$ cat src/inc/ltsd_defs.svh
// Constants of the link clock synchronization port: widths, counts and timing.
`ifndef LTSD_DEFS_SVH
`define LTSD_DEFS_SVH

// ==========================================================================
// Widths
// ==========================================================================
`define LTSD_TIME_W        42
`define LTSD_FIELD_W       7
`define LTSD_CHAR_W        8
`define LTSD_RTC_W         32
`define LTSD_RTC_PAD_W     10
`define LTSD_INTERVAL_W    26
`define LTSD_FILL_CNT_W    8
`define LTSD_PRESCALE_W    8

// ==========================================================================
// Field positions inside the 42-bit time value, most significant first
// ==========================================================================
`define LTSD_F1_LSB        35
`define LTSD_F2_LSB        28
`define LTSD_F3_LSB        21
`define LTSD_F4_LSB        14
`define LTSD_F5_LSB        7
`define LTSD_F6_LSB        0

// ==========================================================================
// Timing
// ==========================================================================
`define LTSD_CLK_PERIOD_PS 4000
`define LTSD_US_PS         1000000
`define LTSD_CYC_PER_US    (`LTSD_US_PS / `LTSD_CLK_PERIOD_PS)
`define LTSD_DEF_INTERVAL_US 1000000

// ==========================================================================
// Gap bracketing and addressing
// ==========================================================================
`define LTSD_MIN_FILL_BEFORE 8'h02
`define LTSD_MIN_FILL_AFTER  8'h02
`define LTSD_PRIM_COUNT      8'h03
`define LTSD_SERVER_WKA      24'hFFFFF6

`endif

$ cat src/inc/ltsd_pkg.sv
// Types shared by the link clock synchronization port.
package ltsd_pkg;

  // ==========================================================================
  // Primitive position within the group of three
  // ==========================================================================
  typedef enum logic [1:0] {
    LTSD_PRIM_FIRST  = 2'h0,
    LTSD_PRIM_SECOND = 2'h1,
    LTSD_PRIM_THIRD  = 2'h2
  } ltsd_prim_t;

  typedef enum logic [1:0] {TX_IDLE, TX_FIRST, TX_SECOND, TX_THIRD} ltsd_tx_state_t;
  typedef enum logic [1:0] {RX_WAIT, RX_GOT1, RX_GOT2} ltsd_rx_state_t;

endpackage : ltsd_pkg

$ cat src/inc/ltsd_code_if.sv
// Carrier between the port logic and one neutral-disparity character coder.
`timescale 1ns/1ns
`default_nettype none
interface ltsd_code_if;
  logic [6:0] val;
  logic [7:0] chr;
  logic [7:0] rx_chr;
  logic [6:0] rx_val;
  logic       rx_ok;
  modport user  (output val, output rx_chr, input chr, input rx_val, input rx_ok);
  modport coder (input val, input rx_chr, output chr, output rx_val, output rx_ok);
endinterface : ltsd_code_if
`default_nettype wire

$ cat src/ltsd_nd_code.sv
// Neutral-disparity character coder: 7-bit field to data character and back.
`timescale 1ns/1ns
`default_nettype none
module ltsd_nd_code (
  ltsd_code_if.coder cif // Field and character pair
);

  // ==========================================================================
  // Character table
  // ==========================================================================
  // Row order of the 13-member and 19-member character columns.
  function automatic logic [4:0] row13(input logic [3:0] k);
    case (k)
      4'h0:    row13 = 5'h1F;
      4'h1:    row13 = 5'h1E;
      4'h2:    row13 = 5'h1D;
      4'h3:    row13 = 5'h1B;
      4'h4:    row13 = 5'h18;
      4'h5:    row13 = 5'h17;
      4'h6:    row13 = 5'h10;
      4'h7:    row13 = 5'h0F;
      4'h8:    row13 = 5'h08;
      4'h9:    row13 = 5'h04;
      4'hA:    row13 = 5'h02;
      4'hB:    row13 = 5'h01;
      default: row13 = 5'h00;
    endcase
  endfunction : row13

  function automatic logic [4:0] row19(input logic [4:0] k);
    case (k)
      5'h00:   row19 = 5'h1C;
      5'h01:   row19 = 5'h1A;
      5'h02:   row19 = 5'h19;
      5'h03:   row19 = 5'h16;
      5'h04:   row19 = 5'h15;
      5'h05:   row19 = 5'h14;
      5'h06:   row19 = 5'h13;
      5'h07:   row19 = 5'h12;
      5'h08:   row19 = 5'h11;
      5'h09:   row19 = 5'h0E;
      5'h0A:   row19 = 5'h0D;
      5'h0B:   row19 = 5'h0C;
      5'h0C:   row19 = 5'h0B;
      5'h0D:   row19 = 5'h0A;
      5'h0E:   row19 = 5'h09;
      5'h0F:   row19 = 5'h07;
      5'h10:   row19 = 5'h06;
      5'h11:   row19 = 5'h05;
      default: row19 = 5'h03;
    endcase
  endfunction : row19

  // The character's decimal index equals the field value; result is {y, xx}.
  function automatic logic [7:0] enc(input logic [6:0] v);
    logic [2:0] y;
    logic [4:0] x;
    y = 3'h7;
    x = row13(4'h0);
    if (v < 7'h06)
    begin
      y = 3'h7;
      x = row13(4'(v + 7'h07));
    end
    else if (v < 7'h19)
    begin
      y = 3'h6;
      x = row19(5'(v - 7'h06));
    end
    else if (v < 7'h2C)
    begin
      y = 3'h5;
      x = row19(5'(v - 7'h19));
    end
    else if (v < 7'h39)
    begin
      y = 3'h4;
      x = row13(4'(v - 7'h2C));
    end
    else if (v < 7'h4C)
    begin
      y = 3'h3;
      x = row19(5'(v - 7'h39));
    end
    else if (v < 7'h5F)
    begin
      y = 3'h2;
      x = row19(5'(v - 7'h4C));
    end
    else if (v < 7'h72)
    begin
      y = 3'h1;
      x = row19(5'(v - 7'h5F));
    end
    else if (v < 7'h7F)
    begin
      y = 3'h0;
      x = row13(4'(v - 7'h72));
    end
    enc = {y, x};
  endfunction : enc

  // ==========================================================================
  // Encode and decode
  // ==========================================================================
  assign cif.chr = enc(cif.val); // RQ18

  // Characters outside the table decode as invalid, except 8'hFF, which decodes as 127.
  always_comb
  begin
    cif.rx_val = 7'h00;
    cif.rx_ok  = 1'b0;
    for (int i = 0; i < 128; i++)
    begin
      if (enc(7'(i)) == cif.rx_chr) // RQ18
      begin
        cif.rx_val = 7'(i);
        cif.rx_ok  = 1'b1;
      end
    end
  end

endmodule : ltsd_nd_code
`default_nettype wire

$ cat src/ltsd_port.sv
// Fabric port with clock synchronization event source, relay and receive.
// Function
// RQ1 - Periodic events or disabled.
// RQ2 - Interval defaults to one second.
// RQ3 - Interval in microseconds, zero allowed.
// RQ4 - Narrow clock zero-extended to 42 bits.
// RQ5 - Characters derived from the 42-bit value.
// RQ6 - Server answers at fixed well-known address.
// RQ7 - Exactly one port is the server port.
// RQ8 - Ports accept primitives repeatedly.
// RQ9 - Non-server ports treat primitives as fill.
// RQ10 - Other ports transmit primitives after server receipt.
// RQ11 - Sent value matches server clock closely.
// RQ12 - Unsupporting clients ignore or treat as fill.
// RQ13 - Supporting clients accept repeatedly, keep clock.
// RQ14 - Clients load after three consecutive primitives.
// RQ15 - Three fills replaced, two fills bracketing.
// RQ16 - Each primitive carries two 7-bit fields.
// RQ17 - Six fields form value, most significant first.
// RQ18 - Field maps to neutral-disparity character index.
// RQ19 - Zero interval issues no events.
// RQ20 - Counter restarts on each event.
`include "ltsd_defs.svh"
`timescale 1ns/1ns
`default_nettype none
module ltsd_port #(
  parameter logic [`LTSD_INTERVAL_W-1:0] DEF_INTERVAL_US = `LTSD_INTERVAL_W'(`LTSD_DEF_INTERVAL_US)
) (
  input  wire logic                          clk,               // Core clock, 250 MHz
  input  wire logic                          reset_n,           // Asynchronous reset
  input  wire logic                          server_port_strap, // Port faces the server
  output logic                               is_server_port,    // Captured role
  output logic [23:0]                        server_wka,        // Server address
  input  wire logic                          sync_enable,       // Periodic events on
  input  wire logic [`LTSD_INTERVAL_W-1:0]   interval_us,       // New interval
  input  wire logic                          interval_wr,       // Load interval
  input  wire logic [`LTSD_RTC_W-1:0]        rtc_value,         // Local clock
  input  wire logic                          relay_req,         // Server port got time
  input  wire logic                          tx_fill_slot,      // Slot carries a fill
  input  wire logic [`LTSD_FILL_CNT_W-1:0]   tx_fills_left,     // Fills left in gap
  output logic                               tx_prim_valid,     // Substitute slot
  output ltsd_pkg::ltsd_prim_t               tx_prim_kind,      // Primitive position
  output logic [7:0]                         tx_char_hi,        // First character
  output logic [7:0]                         tx_char_lo,        // Second character
  input  wire logic                          rx_word_valid,     // Word received
  input  wire logic                          rx_prim_valid,     // Word is a primitive
  input  wire ltsd_pkg::ltsd_prim_t          rx_prim_kind,      // Primitive position
  input  wire logic [7:0]                    rx_char_hi,        // First character
  input  wire logic [7:0]                    rx_char_lo,        // Second character
  output logic                               rx_as_fill,        // Handle as fill
  output logic [`LTSD_TIME_W-1:0]            rx_time,           // Received time
  output logic                               rx_time_valid      // Received time pulse
);
  import ltsd_pkg::*;

  localparam logic [`LTSD_PRESCALE_W-1:0] PRESCALE_LAST = `LTSD_PRESCALE_W'(`LTSD_CYC_PER_US - 1);

  // ==========================================================================
  // Coders
  // ==========================================================================
  ltsd_code_if cif_hi ();
  ltsd_code_if cif_lo ();
  ltsd_nd_code u_code_hi (.cif(cif_hi));
  ltsd_nd_code u_code_lo (.cif(cif_lo));

  assign server_wka = `LTSD_SERVER_WKA; // RQ6

  // ==========================================================================
  // Role capture and event timer
  // ==========================================================================
  logic                        role_done_ff, nxt_role_done;
  logic                        server_ff, nxt_server;
  logic [`LTSD_INTERVAL_W-1:0] interval_ff, nxt_interval;
  logic [`LTSD_INTERVAL_W-1:0] cnt_ff, nxt_cnt;
  logic [`LTSD_PRESCALE_W-1:0] pre_ff, nxt_pre;
  logic                        pend_ff, nxt_pend;
  logic                        tmr_evt;
  logic                        tx_start;

  always_comb
  begin
    nxt_role_done = 1'b1;
    nxt_server    = role_done_ff ? server_ff : server_port_strap; // RQ7
    nxt_interval  = interval_wr ? interval_us : interval_ff; // RQ3
    nxt_pre       = (pre_ff == PRESCALE_LAST) ? '0 : pre_ff + 1'b1;
    nxt_cnt       = cnt_ff;
    tmr_evt       = 1'b0;
    if (interval_wr || !sync_enable)
    begin
      nxt_cnt = '0;
    end
    else if (interval_ff != '0 && pre_ff == PRESCALE_LAST) // RQ19
    begin
      if (cnt_ff + 1'b1 >= interval_ff) // RQ1
      begin
        tmr_evt = 1'b1;
        nxt_cnt = '0; // RQ20
      end
      else
      begin
        nxt_cnt = cnt_ff + 1'b1;
      end
    end
    // A new request arriving as the pending one is taken stays pending.
    nxt_pend = (tmr_evt || (relay_req && !server_ff)) ? 1'b1 : (tx_start ? 1'b0 : pend_ff); // RQ10
  end

  always_ff @(posedge clk or negedge reset_n)
  begin
    if (!reset_n)
    begin
      role_done_ff <= 1'b0;
      server_ff    <= 1'b0;
      interval_ff  <= DEF_INTERVAL_US; // RQ2
      cnt_ff       <= '0;
      pre_ff       <= '0;
      pend_ff      <= 1'b0;
    end
    else
    begin
      role_done_ff <= nxt_role_done;
      server_ff    <= nxt_server;
      interval_ff  <= nxt_interval;
      cnt_ff       <= nxt_cnt;
      pre_ff       <= nxt_pre;
      pend_ff      <= nxt_pend;
    end
  end

  assign is_server_port = server_ff;

  // ==========================================================================
  // Transmit substitution
  // ==========================================================================
  ltsd_tx_state_t              tx_st_ff, nxt_tx_st;
  logic [`LTSD_FILL_CNT_W-1:0] fills_ff, nxt_fills;
  logic [`LTSD_TIME_W-1:0]     tx_time_ff, nxt_tx_time;
  logic [7:0]                  hi_ff, nxt_hi, lo_ff, nxt_lo;

  // Start only where two fills precede and three plus two fills remain.
  assign tx_start = (tx_st_ff == TX_IDLE) && pend_ff && !server_ff && tx_fill_slot
                 && (fills_ff >= `LTSD_MIN_FILL_BEFORE - 8'h01)
                 && (tx_fills_left >= `LTSD_PRIM_COUNT + `LTSD_MIN_FILL_AFTER + 1'b1); // RQ15

  always_comb
  begin
    nxt_fills   = tx_fill_slot ? fills_ff + 1'b1 : '0;
    if (tx_fill_slot && fills_ff == '1)
    begin
      nxt_fills = fills_ff;
    end
    nxt_tx_time = tx_time_ff;
    nxt_tx_st   = tx_st_ff;
    cif_hi.val  = tx_time_ff[`LTSD_F3_LSB +: `LTSD_FIELD_W];
    cif_lo.val  = tx_time_ff[`LTSD_F4_LSB +: `LTSD_FIELD_W];
    case (tx_st_ff)
      TX_IDLE:
      begin
        if (tx_start)
        begin
          nxt_tx_time = {`LTSD_RTC_PAD_W'(0), rtc_value}; // RQ4 RQ11
          nxt_tx_st   = TX_FIRST; // RQ15
          cif_hi.val  = nxt_tx_time[`LTSD_F1_LSB +: `LTSD_FIELD_W]; // RQ17
          cif_lo.val  = nxt_tx_time[`LTSD_F2_LSB +: `LTSD_FIELD_W];
        end
      end
      TX_FIRST:  nxt_tx_st = TX_SECOND;
      TX_SECOND:
      begin
        nxt_tx_st  = TX_THIRD;
        cif_hi.val = tx_time_ff[`LTSD_F5_LSB +: `LTSD_FIELD_W];
        cif_lo.val = tx_time_ff[`LTSD_F6_LSB +: `LTSD_FIELD_W];
      end
      TX_THIRD:  nxt_tx_st = TX_IDLE;
      default:   nxt_tx_st = TX_IDLE;
    endcase
    nxt_hi = cif_hi.chr; // RQ5 RQ16
    nxt_lo = cif_lo.chr;
  end

  always_ff @(posedge clk or negedge reset_n)
  begin
    if (!reset_n)
    begin
      tx_st_ff   <= TX_IDLE;
      fills_ff   <= '0;
      tx_time_ff <= '0;
      hi_ff      <= 8'h00;
      lo_ff      <= 8'h00;
    end
    else
    begin
      tx_st_ff   <= nxt_tx_st;
      fills_ff   <= nxt_fills;
      tx_time_ff <= nxt_tx_time;
      hi_ff      <= nxt_hi;
      lo_ff      <= nxt_lo;
    end
  end

  assign tx_prim_valid = (tx_st_ff != TX_IDLE);
  assign tx_prim_kind  = (tx_st_ff == TX_THIRD) ? LTSD_PRIM_THIRD :
                         (tx_st_ff == TX_SECOND) ? LTSD_PRIM_SECOND : LTSD_PRIM_FIRST;
  assign tx_char_hi    = hi_ff;
  assign tx_char_lo    = lo_ff;

  // ==========================================================================
  // Receive collection
  // ==========================================================================
  ltsd_rx_state_t          rx_st_ff, nxt_rx_st;
  logic [27:0]             acc_ff, nxt_acc;
  logic [`LTSD_TIME_W-1:0] rx_time_ff, nxt_rx_time;
  logic                    rx_tv_ff, nxt_rx_tv;
  logic                    fill_ff, nxt_fill;
  logic                    rx_good;

  assign cif_hi.rx_chr = rx_char_hi;
  assign cif_lo.rx_chr = rx_char_lo;
  assign rx_good       = rx_word_valid && rx_prim_valid && cif_hi.rx_ok && cif_lo.rx_ok;

  always_comb
  begin
    nxt_fill    = rx_word_valid && rx_prim_valid && !server_ff; // RQ9
    nxt_rx_tv   = 1'b0;
    nxt_rx_time = rx_time_ff;
    nxt_acc     = acc_ff;
    nxt_rx_st   = rx_st_ff;
    if (rx_word_valid)
    begin
      // Any word that breaks the group of three restarts collection.
      nxt_rx_st = RX_WAIT;
      if (rx_good && server_ff && rx_prim_kind == LTSD_PRIM_FIRST) // RQ8
      begin
        nxt_acc[27:14] = {cif_hi.rx_val, cif_lo.rx_val}; // RQ17
        nxt_rx_st      = RX_GOT1;
      end
      else if (rx_good && server_ff)
      begin
        case (rx_st_ff)
          RX_GOT1:
          begin
            if (rx_prim_kind == LTSD_PRIM_SECOND)
            begin
              nxt_acc[13:0] = {cif_hi.rx_val, cif_lo.rx_val};
              nxt_rx_st     = RX_GOT2;
            end
          end
          RX_GOT2:
          begin
            if (rx_prim_kind == LTSD_PRIM_THIRD)
            begin
              nxt_rx_time = {acc_ff, cif_hi.rx_val, cif_lo.rx_val}; // RQ17
              nxt_rx_tv   = 1'b1; // RQ10
            end
          end
          default: nxt_rx_st = RX_WAIT;
        endcase
      end
    end
  end

  always_ff @(posedge clk or negedge reset_n)
  begin
    if (!reset_n)
    begin
      rx_st_ff   <= RX_WAIT;
      acc_ff     <= '0;
      rx_time_ff <= '0;
      rx_tv_ff   <= 1'b0;
      fill_ff    <= 1'b0;
    end
    else
    begin
      rx_st_ff   <= nxt_rx_st;
      acc_ff     <= nxt_acc;
      rx_time_ff <= nxt_rx_time;
      rx_tv_ff   <= nxt_rx_tv;
      fill_ff    <= nxt_fill;
    end
  end

  assign rx_as_fill    = fill_ff;
  assign rx_time       = rx_time_ff;
  assign rx_time_valid = rx_tv_ff;

  // ==========================================================================
  // Assertions
  // ==========================================================================
  property p_zero_quiet;
    @(posedge clk) disable iff (!reset_n) (interval_ff == '0) |-> !tmr_evt;
  endproperty
  a_zero_quiet: assert property (p_zero_quiet) else $error("event with zero interval"); // RQ19

  property p_evt_enabled;
    @(posedge clk) disable iff (!reset_n) tmr_evt |-> sync_enable && pre_ff == PRESCALE_LAST;
  endproperty
  a_evt_enabled: assert property (p_evt_enabled) else $error("event while disabled"); // RQ1

  property p_default_interval;
    @(posedge clk) disable iff (!reset_n) !$past(reset_n) |-> interval_ff == DEF_INTERVAL_US;
  endproperty
  a_default_interval: assert property (p_default_interval) else $error("bad default"); // RQ2

  property p_restart;
    @(posedge clk) disable iff (!reset_n) tmr_evt |=> cnt_ff == '0 && pend_ff;
  endproperty
  a_restart: assert property (p_restart) else $error("counter not restarted"); // RQ20

  property p_three_prims;
    @(posedge clk) disable iff (!reset_n) tx_start |=> tx_prim_kind == LTSD_PRIM_FIRST
      ##1 tx_prim_kind == LTSD_PRIM_SECOND ##1 tx_prim_kind == LTSD_PRIM_THIRD
      ##1 !tx_prim_valid;
  endproperty
  a_three_prims: assert property (p_three_prims) else $error("bad primitive group"); // RQ15

  property p_bracket;
    @(posedge clk) disable iff (!reset_n) $rose(tx_prim_valid) |->
      $past(fills_ff) >= 8'h01 && $past(tx_fills_left) >= 8'h06;
  endproperty
  a_bracket: assert property (p_bracket) else $error("fills not bracketing"); // RQ15

  property p_server_silent;
    @(posedge clk) disable iff (!reset_n) server_ff |=> !tx_prim_valid || $past(tx_prim_valid);
  endproperty
  a_server_silent: assert property (p_server_silent) else $error("server port sent"); // RQ10

  property p_pad;
    @(posedge clk) disable iff (!reset_n) tx_start |=> tx_time_ff[41:32] == 10'h000
      && tx_time_ff[31:0] == $past(rtc_value);
  endproperty
  a_pad: assert property (p_pad) else $error("time not zero-extended"); // RQ4

  property p_as_fill;
    @(posedge clk) disable iff (!reset_n)
      rx_word_valid && rx_prim_valid && !server_ff |=> rx_as_fill && !rx_time_valid;
  endproperty
  a_as_fill: assert property (p_as_fill) else $error("primitive not taken as fill"); // RQ9

  property p_rx_load;
    @(posedge clk) disable iff (!reset_n) rx_time_valid |->
      $past(rx_st_ff) == RX_GOT2 && $past(rx_prim_kind) == LTSD_PRIM_THIRD && server_ff;
  endproperty
  a_rx_load: assert property (p_rx_load) else $error("time loaded out of order"); // RQ17

  c_tx_group: cover property (@(posedge clk) disable iff (!reset_n) tx_start ##3 tx_prim_valid);
  c_rx_load:  cover property (@(posedge clk) disable iff (!reset_n) rx_time_valid);
  c_tmr_evt:  cover property (@(posedge clk) disable iff (!reset_n) tmr_evt);

endmodule : ltsd_port
`default_nettype wire

$ cat config.mk
export PLATFORM = sky130hd
export DESIGN_NAME = ltsd_port
export DESIGN_NICKNAME = d
export VERILOG_FILES = /design/src/inc/ltsd_pkg.sv /design/src/inc/ltsd_code_if.sv /design/src/ltsd_nd_code.sv /design/src/ltsd_port.sv
export VERILOG_INCLUDE_DIRS = /design/src /design/src/inc
export SDC_FILE = /design/constraint.sdc
export NUM_CORES = 1
export LEC_CHECK = 0
export BUFFER_PORTS_ARGS = -buffer_cell sky130_fd_sc_hd__buf_2
export CAP_MARGIN = 10
export CORE_ASPECT_RATIO = 0.7
export CORE_MARGIN = 1
export CORE_UTILIZATION = 53
export DETAILED_ROUTE_END_ITERATION = 6
export PLACE_DENSITY = 0.73
export SLEW_MARGIN = 10
export SYNTH_ARGS = -nofsm -noshare
export SYNTH_HDL_FRONTEND = slang
export SYNTH_SLANG_ARGS = --single-unit
$ cat constraint.sdc
create_clock -name clk -period 10.89 [get_ports clk]
set_input_delay 0 -clock clk [delete_from_list [all_inputs] [get_ports clk]]
set_output_delay 0 -clock clk [all_outputs]
set_load 0.01 [all_outputs]
# [Word-level counts from Yosys, hierarchy flattened]
# Memories as Yosys holds them, arrays and structs flattened.
# Cells that the tools add are included.
[word_totals] register_bits=191 mem_bits_ro=2080 in_bits=93 out_inout_bits=88 word_cells=935 n_memories=16
[op_classes] n_addsub=19 order_cmp=19 eq_ne=264 n_mux=569 bitwise=1 reduce_logical=30
[mem_list] name="(no name shown)" depth=32 word_bits=5 rd=1 rd_clocked_by_memory_dff=0 write_ports=0 line_no="ltsd_nd_code.sv:31" source="case (k)"
[mem_list] name="(no name shown)" depth=32 word_bits=5 rd=1 rd_clocked_by_memory_dff=0 write_ports=0 line_no="ltsd_nd_code.sv:31"
[mem_list] name="(no name shown)" depth=32 word_bits=5 rd=1 rd_clocked_by_memory_dff=0 write_ports=0 line_no="ltsd_nd_code.sv:31"
[mem_list] name="(no name shown)" depth=32 word_bits=5 rd=1 rd_clocked_by_memory_dff=0 write_ports=0 line_no="ltsd_nd_code.sv:31"
[mem_list] name="(no name shown)" depth=32 word_bits=5 rd=1 rd_clocked_by_memory_dff=0 write_ports=0 line_no="ltsd_nd_code.sv:31"
[mem_list] name="(no name shown)" depth=32 word_bits=5 rd=1 rd_clocked_by_memory_dff=0 write_ports=0 line_no="ltsd_nd_code.sv:31"
[mem_list] name="+10 memories"
[ops] op="== test 8 bit, first input constant" n=116
[ops] op="2-to-1 mux 7 bit" n=130
[ops] op="== test 7 x 8 -> 1 bit, first input constant" n=76
[ops] op="2-to-1 mux 6 bit" n=64
[ops] op="== test 6 x 8 -> 1 bit, first input constant" n=38
[ops] op="2-to-1 mux 1 bit" n=269
[ops] op="2-to-1 mux 5 bit" n=48
[ops] op="== test 5 x 8 -> 1 bit, first input constant" n=14
[ops] op="2-to-1 mux 26 bit" n=3
[ops] op="2-to-1 mux 3 bit" n=24
[ops] op="2-to-1 mux 4 bit" n=16
[ops] op="less-than comparator 7 bit, second input constant" n=8
[ops] op="== test 4 x 8 -> 1 bit, first input constant" n=4
[ops] op="subtractor 5 bit, second input constant" n=6
[ops] op="less-than comparator 7 x 6 -> 1 bit, second input constant" n=4
[ops] op="case mux 7 bit (2 select lines)" n=2
[ops] op="adder 26 x 1 -> 26 bit, second input constant" n=1
[ops] op=">= comparator 26 bit" n=1
[ops] op="nonzero test 26 bit" n=1
[ops] op="2-to-1 mux 2 bit" n=10
[ops] op="adder 8 x 1 -> 8 bit, second input constant" n=2
[ops] op="== test 1 x 8 -> 1 bit, first input constant" n=2
[ops] op="== test 2 x 8 -> 1 bit, first input constant" n=2
[ops] op="== test 3 x 8 -> 1 bit, first input constant" n=2
[ops] op="24 further kinds" n=59

# [Longest topological paths before layout]
# Gate-level depths: netlist (run 1).
[depth] depth_word=135 ltp_mapped=21 mapped_depth_nobuf=17

# [Hierarchy]
# From an unflattened synthesis (run 1), not the netlist that was laid out.
[hier_totals] cells_unflattened=2141 hier_area_um2=17862.1
[modules_own_cells] module="ltsd_port" n_inst=1 cells_per_inst=742 area_per_inst_um2=8792.2
[modules_own_cells] module="ltsd_nd_code at u_code_hi" n_inst=1 cells_per_inst=718 area_per_inst_um2=4839.6
[modules_own_cells] module="ltsd_nd_code at u_code_lo" n_inst=1 cells_per_inst=681 area_per_inst_um2=4230.3

# [Least setup slack after synthesis (run 1)]
# No wires, ideal clock.
[synth_path] path_kind="register -> register" from="register tx_st_ff[0]" to="register lo_ff[1] (netlist: tx_char_lo[1])" setup_time_ps=125 arrival_ps=4141 t_required_ps=10765 path_slack_ps=6625 path_stages_with_launch=20 n_path_buf=4 period_less_slack_ps=4265 path_cell_list="dfrtp_1 > inv_1 > ha_1 > nand4b_1 > a21oi_1 > buf_2 > a21oi_2 > buf_4 > a221o_1 > buf_2 > inv_1 > ha_1 > clkbuf_1 > nor2b_1 > a41o_1 > o31ai_1 > or3_1 > a311o_1 > a22oi_1 > a21oi_1"
[synth_between] elab_chain_cells=18 elab_cells_between_ends=41
[synth_lines] item="start: declaration" line_no="ltsd_port.sv:135" source="ltsd_tx_state_t tx_st_ff, nxt_tx_st;"
[synth_lines] item="start signal: assignment" line_no="ltsd_port.sv:193" source="tx_st_ff <= nxt_tx_st;"
[synth_lines] item="zero test 2 bit" line_no="ltsd_port.sv:141, ltsd_port.sv:156"
[synth_lines] item="logical AND 1 bit (5 in series)" line_no="ltsd_port.sv:141" source="assign tx_start = (tx_st_ff == TX_IDLE) && pend_ff && !server_ff && tx_fill_slot"
[synth_lines] item="2-to-1 mux 7 bit" line_no="ltsd_port.sv:159" source="if (tx_start)"
[synth_lines] item="case mux 7 bit (2 select lines) (*)" line_no="ltsd_port.sv:156" source="case (tx_st_ff)"
[synth_lines] item="subtractor 4 x 2 -> 4 bit" line_no="ltsd_nd_code.sv:98" source="x = row13(4'(v - 7'h72));"
[synth_lines] item="memory read (16 x 5 bit)"
[synth_lines] item="2-to-1 mux 5 bit" line_no="ltsd_nd_code.sv:95" source="else if (v < 7'h7F)"
[synth_lines] item="2-to-1 mux 5 bit" line_no="ltsd_nd_code.sv:90" source="else if (v < 7'h72)"
[synth_lines] item="2-to-1 mux 5 bit" line_no="ltsd_nd_code.sv:85" source="else if (v < 7'h5F)"
[synth_lines] item="2-to-1 mux 5 bit" line_no="ltsd_nd_code.sv:80" source="else if (v < 7'h4C)"
[synth_lines] item="2-to-1 mux 5 bit" line_no="ltsd_nd_code.sv:75" source="else if (v < 7'h39)"
[synth_lines] item="2-to-1 mux 5 bit" line_no="ltsd_nd_code.sv:70" source="else if (v < 7'h2C)"
[synth_lines] item="2-to-1 mux 5 bit" line_no="ltsd_nd_code.sv:65" source="else if (v < 7'h19)"
[synth_lines] item="2-to-1 mux 5 bit (*)" line_no="ltsd_nd_code.sv:60" source="if (v < 7'h06)"
[synth_lines] item="via cif_lo.chr[1]" line_no="ltsd_code_if.sv:6" source="logic [7:0] chr;"
[synth_lines] item="end signal: assignment" line_no="ltsd_port.sv:197" source="lo_ff <= nxt_lo;"
[synth_lines] item="end: declaration" line_no="ltsd_port.sv:138" source="logic [7:0] hi_ff, nxt_hi, lo_ff, nxt_lo;"
# Mark *: on every way through the listed nets, which the timed path passes. The rest lies on a longest branch.
# A chain may end at the register's enable or synchronous reset.

# [Worst setup path after layout (run 1)]
# Ends and elaborated chain as after synthesis.

==> results of run 1 <==
## power by group
group          switching [mW]  leakage, nW  internal, mW
registers              0.0733         2.48         0.827
clock network           0.332        0.287         0.312
logic                    2.16         5.51          1.15
## per-stage QoR
step           cells  hold WS [ps]
2_1_floorplan   2160          -296
3_3_place_gp    2561           183
3_5_place_dp    2561           194
4_1_cts         2654          55.5
5_1_grt         2656          74.5
6_report        2657          69.7
## cells by family (layout without fill, tap and decap cells)
kind of cell,count (synthesis),after routing,share of synthesized area [%]
XOR/XNOR,68,68,3.61
multiplexers,92,92,6.15
buffers and inverters,255,338,7.02
AO/OA/AOI/OAI,671,671,26.4
other,2,27,0.0450
adder cells (fa/ha/maj),81,81,6.04
flip-flops,191,191,28.7
AND/OR/NAND/NOR,777,777,22.0
## per-layer routing
metal | GRT usage (%) | wire, um | vias to the layer above
met1 | 49.6 | 24800 | 8338
met3 | 7.31 | 5970 | 126
met4 | 11.0 | 1620 | 0
met5 | 0 | 0 | -
li1 | - | - | 7944
met2 | 46.9 | 22800 | 1063
## cells in the mapped netlist (all sizes together) (6+ instances only)
library cell,instances
nand2,301
dfrtp,184
o21ai,167
a21oi,163
nor2,151
clkbuf,96
buf,92
nand3,83
ha,79
mux2,75
inv,65
nor3,55
xnor2,51
a31oi,40
o22ai,31
a211oi,30
nor2b,30
nand2b,24
nand4,24
o211ai,24
nor4,22
a22oi,21
a32o,21
xor2,17
a21o,16
mux2i,16
a22o,15
and3,15
a32oi,14
a221oi,13
o31ai,13
or2,13
or3,13
and2,12
o2111ai,10
o221ai,10
a21boi,9
o21a,9
a221o,7
dfstp,7
a211o,6
nor3b,6
## path summary, 6_finish.rpt
kind,startpoint,end,slack (ps),cells after the start
worst max-delay path,tx_st_ff[0],tx_char_lo[1],4780,17
worst min-delay path,rx_prim_kind[1],acc_ff[17],70,3
worst max register to register,tx_st_ff[0],tx_char_lo[1],4780,17
worst min register to register,tx_time_ff[0],tx_time_ff[0],480,2
max in group asynchronous,reset_n,cnt_ff[17],9070,3
min in group asynchronous,reset_n,tx_char_lo[0],230,2
## cells in the final DEF (no fill, tap or decap), types with 17 or more instances in the layout
cell type / count
dfrtp_1: 184
a21oi_1: 158
a31oi_1: 40
nand4_1: 23
buf_4: 22
inv_1: 62
mux2_1: 24
dlygate4sd3_1: 61
a211oi_1: 29
a22oi_1: 21
nor3_1: 55
a32o_1: 21
nand2b_1: 24
clkbuf_16: 17
xor2_1: 17
nor2b_1: 30
o21ai_0: 163
xnor2_1: 50
ha_1: 79
o211ai_1: 24
buf_2: 154
conb_1: 25
o22ai_1: 31
nor4_1: 21
nor2_1: 147
mux2_2: 51
nand2_1: 301
nand3_1: 83
## cell type report
| cell class | count | area share [%] |
|---|---|---|
| Clock inverter | 15 | 1.05 |
| Multi-Input combinational cell | 1714 | 58.3 |
| Inverter | 67 | 1.37 |
| Tap cell | 412 | 2.77 |
| Sequential cell | 191 | 25.8 |
| Timing Repair Buffer | 239 | 8.46 |
| Clock buffer | 17 | 2.29 |
| Antenna cell | 2 | 0.0269 |
## registers in the layout, summed over array words and instances (netlist names)
register        count
rx_time            42
acc_ff             28
tx_time_ff         28
cnt_ff             26
interval_ff        26
fills_ff            8
pre_ff              8
tx_char_hi          8
tx_char_lo          8
rx_st_ff            2
tx_st_ff            2
is_server_port      1
pend_ff             1
role_done_ff        1
rx_as_fill          1
rx_time_valid       1
## worst max-delay path, delay by kind of cell, from the launching register on
| kind | cells | cell delay (ps) |
|---|---|---|
| buffers and inverters | 3 | 810 |
| xor gates and xnor gates | 1 | 660 |
| and+or+nand+nor | 4 | 1300 |
| AOI/OAI and AO/OA | 7 | 1950 |
| adders and majority gates | 2 | 910 |
| DFF | 1 | 390 |
==> results.sh, run 1 <==
export IMPL_outcome="finished clean"
export IMPL_die_h_um=150
export IMPL_cp_common_cell="a21oi_1"
export IMPL_netlist_instances=2137
export IMPL_h_tree_depth=4
export IMPL_worstPathArrival_ps=6490
export IMPL_hold_viol=0
export IMPL_skew_ps=10.5
export IMPL_first_iter_violations=2623
export IMPL_cts_buffer_depth=2
export IMPL_path_cells="inv_1, ha_1, nand4b_1, a21oi_1, nand3_1, nand3_1, inv_1, ha_1, inv_1, a21oi_1, xnor2_1, nor2_1, a21oi_1, o22a_1, o21ai_0, a311o_1, a21oi_1"
export IMPL_cts_root_buffer="clkbuf_16"
export IMPL_period_needed_ps=6110
export IMPL_fillers=2721
export IMPL_multi_input_area_mm2=0.0108
export IMPL_ir_drop_uv=258
export IMPL_setup_tns_ps=0
export IMPL_critical_path_required_ps=11280
export IMPL_ant_nets=0
export IMPL_die_area_mm2=0.0322
export IMPL_rows=53
export IMPL_drc=0
export IMPL_area_growth_syn_to_layout_pct=11.3
export IMPL_wl_per_cell_um=20.8
export IMPL_worst_pin_slew_ps=1160
export IMPL_track_usage_pct=33.2
export IMPL_yosys_warnings=0
export IMPL_slew_headroom_pct=20.7
export IMPL_initial_utilization_pct=54.7
export IMPL_crit_slowest_cell="a21oi_1"
export IMPL_fmaxAchievable_ghz=0.164
export IMPL_slew_viol_final=0
export IMPL_grt_pass1_wl_um=85400
export IMPL_cts_resized=0
export IMPL_p_leak_nw=8.28
export IMPL_grt_pass1_vias=15300
export IMPL_grt_max_degree=115
export IMPL_yosys_area_top_type="dfrtp_1"
export IMPL_ys_seq_elements=191
export IMPL_io_pins=181
export IMPL_syn_area_mm2=0.0167
export IMPL_core_mm2=0.0305
export IMPL_synth_top_cells_by_area="dfrtp_1, nand2_1, ha_1"
export IMPL_ys_seq_area_share_pct=28.7
export IMPL_period_share_pct=56.1
export IMPL_post_cts_buffers=0
export IMPL_fin_area_mm2=0.0186
export IMPL_dp_hpwl_um=38800
export IMPL_wl_um=55200
export IMPL_total_power_mw=4.86
export IMPL_cts_buffers=17
export IMPL_nNetsFinal=2402
export IMPL_insertion_delay_ps=460
export IMPL_postSynthAreaPerCell_um2=7.81
export IMPL_num_vias=17500
export IMPL_critPathCaptureType="flip-flop"
export IMPL_dpl_instance_area_mm2=0.0173
export IMPL_post_route_util_pct=60.9
export IMPL_cts_clk_slew_worst_paths_ps=80
export IMPL_critPathLaunchType="flip-flop"
export IMPL_hp_class="primary input to flip-flop"
export IMPL_cp_max_fo=18
export IMPL_ctsHoldBuffers=61
export IMPL_ys_types=97
export IMPL_rsz0062_at_grt="false"
export IMPL_synth_top_area_share_pct=27.6
export IMPL_worst_slack_ps=4780
export IMPL_drive_gt1_share_pct=13.7
export IMPL_path_class="flip-flop to flip-flop"
export IMPL_gp_congestion=1.02
export IMPL_slowest_delay_ps=910
export IMPL_layout_area_seq_mm2=0.00479
export IMPL_ys_flop_type="dfrtp_1"
export IMPL_synth_async_reset_ratio_pct=100
export IMPL_setup_viol=0
export IMPL_cts_tree="built"
export IMPL_maxCapViolations=0
export IMPL_cts_sinks=191
export IMPL_synth_edff_count=0
export IMPL_grt_overflow=0
export IMPL_antenna_found_initial=1
export IMPL_dp_slack_ps=4940
export IMPL_powerDensity_mw_per_mm2=261
export IMPL_vias_per_cell=6.58
export IMPL_die_w_um=214
export IMPL_firstDrtPassIters=6
export IMPL_io_buffers=155
No activity file was read; power rests on OpenSTA's default activity.
==> inputs of run 2 (changes only) <==
--- a/config.mk
+++ b/config.mk
@@ -6,13 +6,14 @@
 export SDC_FILE = /design/constraint.sdc
 export NUM_CORES = 1
 export LEC_CHECK = 0
+export ABC_AREA = 1
 export BUFFER_PORTS_ARGS = -buffer_cell sky130_fd_sc_hd__buf_2
 export CAP_MARGIN = 10
 export CORE_ASPECT_RATIO = 0.7
 export CORE_MARGIN = 1
 export CORE_UTILIZATION = 53
 export DETAILED_ROUTE_END_ITERATION = 6
-export PLACE_DENSITY = 0.73
+export PLACE_DENSITY = 0.77
 export SLEW_MARGIN = 10
 export SYNTH_ARGS = -nofsm -noshare
 export SYNTH_HDL_FRONTEND = slang
==> constraint.sdc (replaced) <==
create_clock -name clk -period 5.6 [get_ports clk]
set_input_delay 0 -clock clk [delete_from_list [all_inputs] [get_ports clk]]
set_output_delay 0 -clock clk [all_outputs]
set_load 0.01 [all_outputs]
==> run 2 against run 1 <==
Compared with the run above:
- register-to-register slack lost 4100 ps
- sequential cell count unchanged
- via count fell by 7.6%
- largest cell class unchanged
==> results.sh, run 2 <==
export IMPL_yosysMostFrequentCell="nand2_1"
export IMPL_rsz0062_at_grt="false"
export IMPL_wl_per_cell_um=17.4
export IMPL_track_usage_pct=33.7
export IMPL_ys_seq_area_share_pct=32.0
export IMPL_outcome="finished clean"
export IMPL_yosys_area_top_type="dfrtp_1"
export IMPL_insertion_delay_ps=450
export IMPL_ctsHoldBuffers=64
export IMPL_h_tree_depth=4
export IMPL_layout_commonest_cell="nand2_1"
export IMPL_syn_area_mm2=0.0150
export IMPL_period_share_pct=87.1
export IMPL_largest_register_ffs=42
export IMPL_crit_slowest_cell="ha_1"
export IMPL_post_cts_buffers=0
export IMPL_first_iter_violations=1621
export IMPL_core_mm2=0.0278
export IMPL_path_cells="inv_1, ha_1, nand4_1, a21oi_2, nand2_1, nand2_1, inv_2, nor2_1, inv_2, a21oi_1, buf_4, clkinv_1, ha_1, ha_1, inv_1, nand2_1, xor2_1, a21oi_1, o31ai_1, nand3_1, o311ai_0, a221o_1, o21ai_0, a221o_1"
export IMPL_final_cell_mix="nand2_1, inv_1, nor2_1, o21ai_0, dfrtp_1"
export IMPL_setup_tns_ps=0
export IMPL_r2r_slack_ps=720
export IMPL_dp_hpwl_um=37100
export IMPL_num_vias=16100
export IMPL_fillers=2572
export IMPL_drc=0
export IMPL_maxCapViolations=0
export IMPL_crit_buf_inv=6
export IMPL_die_w_um=203
export IMPL_synth_common_cells="nand2_1, inv_1, nor2_1"
export IMPL_cts_tree="built"
export IMPL_cts_root_buffer="clkbuf_16"
export IMPL_critPathCaptureType="flip-flop"
export IMPL_cts_sinks=191
export IMPL_yosys_warnings=0
export IMPL_area_growth_syn_to_layout_pct=15.7
export IMPL_io_buffers=155
export IMPL_worst_pin_slew_ps=988
export IMPL_netlist_instances=2212
export IMPL_io_pins=181
export IMPL_worstPathArrival_ps=5260
export IMPL_nNetsFinal=2597
export IMPL_post_route_util_pct=62.4
export IMPL_ir_drop_uv=471
export IMPL_drive_gt1_share_pct=10.9
export IMPL_synth_edff_count=0
export IMPL_cts_buffers=17
export IMPL_synth_async_reset_ratio_pct=100
export IMPL_vias_per_cell=5.75
export IMPL_path_class="flip-flop to flip-flop"
export IMPL_ys_seq_elements=191
export IMPL_wl_um=48900
export IMPL_critPathLaunchType="flip-flop"
export IMPL_firstDrtPassIters=6
export IMPL_period_needed_ps=4880
export IMPL_slew_headroom_pct=33.6
export IMPL_ys_flop_type="dfrtp_1"
export IMPL_diodes=0
export IMPL_ant_nets=0
export IMPL_synth_top_area_share_pct=30.8
export IMPL_p_leak_nw=8.40
export IMPL_antenna_found_initial=0
export IMPL_hold_viol=0
export IMPL_hp_class="primary input to flip-flop"
export IMPL_setup_viol=0
export IMPL_slew_viol_final=0
export IMPL_die_h_um=143
export IMPL_critical_path_required_ps=5980
export IMPL_cp_max_fo=15
export IMPL_ys_types=56
export IMPL_gp_congestion=0.956
export IMPL_rows=51
export IMPL_grt_pass1_vias=14600
export IMPL_postSynthAreaPerCell_um2=6.77
export IMPL_path_delay_family="compound AO/OA/AOI/OAI gates"
export IMPL_grt_max_degree=119
export IMPL_fmaxAchievable_ghz=0.205
export IMPL_cts_resized=0
export IMPL_synth_top_cells_by_area="dfrtp_1, nand2_1, inv_1"
export IMPL_die_area_mm2=0.0289
export IMPL_initial_utilization_pct=53.9
export IMPL_grt_overflow=0
export IMPL_cts_clk_slew_worst_paths_ps=80
export IMPL_whs_ps=109
export IMPL_grt_pass1_wl_um=76900
export IMPL_cts_buffer_depth=2
export IMPL_slowest_delay_ps=450
export IMPL_skew_ps=18.0
export IMPL_powerDensity_mw_per_mm2=533
[run 2: cell types whose count changed after synthesis, moves of 33 or more]
cell / delta
a21oi_1: -47
buf_2: -39
clkbuf_1: -57
inv_1: +305
nand2_1: +100
nand3_1: -33
nand4_1: +42
nor2_1: +169
o21ai_0: +65
xnor2_1: -47
[run 2: power breakdown]
part	switching [mW]	internal (mW)	total, mW
clock network	0.593	0.632	1.22
registers	0.102	1.63	1.74
logic	4.28	1.99	6.27
[run 2: routing by layer]
| metal | GRT usage, % | routed length [um] | vias up |
|---|---|---|---|
| met1 | 49.6 | 22600 | 7570 |
| met4 | 9.06 | 994 | 0 |
| li1 | - | - | 7748 |
| met3 | 7.03 | 4670 | 72 |
| met2 | 49.9 | 20600 | 752 |
| met5 | 0 | 0 | - |
[run 2: area by class of cell]
cell class,instances,area [um^2],area share (%)
multi-input combinational,1588,8460,48.9
sequential,191,4790,27.6
clock inverter,14,150,0.867
inverter,390,1460,8.45
clock buffer,18,429,2.48
tap,371,464,2.68
timing repair buffer,237,1560,9.01
[run 2: through the flow]
stage / instances / total power, mW / cell area [um^2] / worst slack [ps]
after global routing: 2809 / 9.99 / 17300 / 221
after floorplan: 2235 / 6.04 / 15100 / 972
after CTS: 2809 / 9.04 / 17300 / 787
after detailed placement: 2713 / 7.74 / 16100 / 807
final: 2809 / 9.23 / 17300 / 720
after global placement: 2713 / 7.77 / 16100 / 1020
[run 2: final timing paths]
kind,startpoint,endpoint,cells past startpoint
worst min-delay path,sync_enable,cnt_ff[3],5
max in group asynchronous,reset_n,tx_char_hi[5],3
worst max-delay path,tx_st_ff[0],tx_char_lo[2],24
worst min register to register,role_done_ff,is_server_port,1
min in group asynchronous,reset_n,rx_time[6],2
worst max register to register,tx_st_ff[0],tx_char_lo[2],24
[run 2: cell families after synthesis]
logic type | share of synthesized area, %
and+or+nand+nor | 26.4
adders and majority gates | 6.60
other | 0.0502
AOI/OAI and AO/OA | 19.7
muxes | 1.81
buffers and inverters | 12.1
DFF | 32.0
xor gates and xnor gates | 1.46
[run 2: worst min-delay path, cell delays in order]
cell and delay [ps]:
buf_2 120, nand2_1 130, nor2_1 130, nand2_1 70
o22ai_1 60
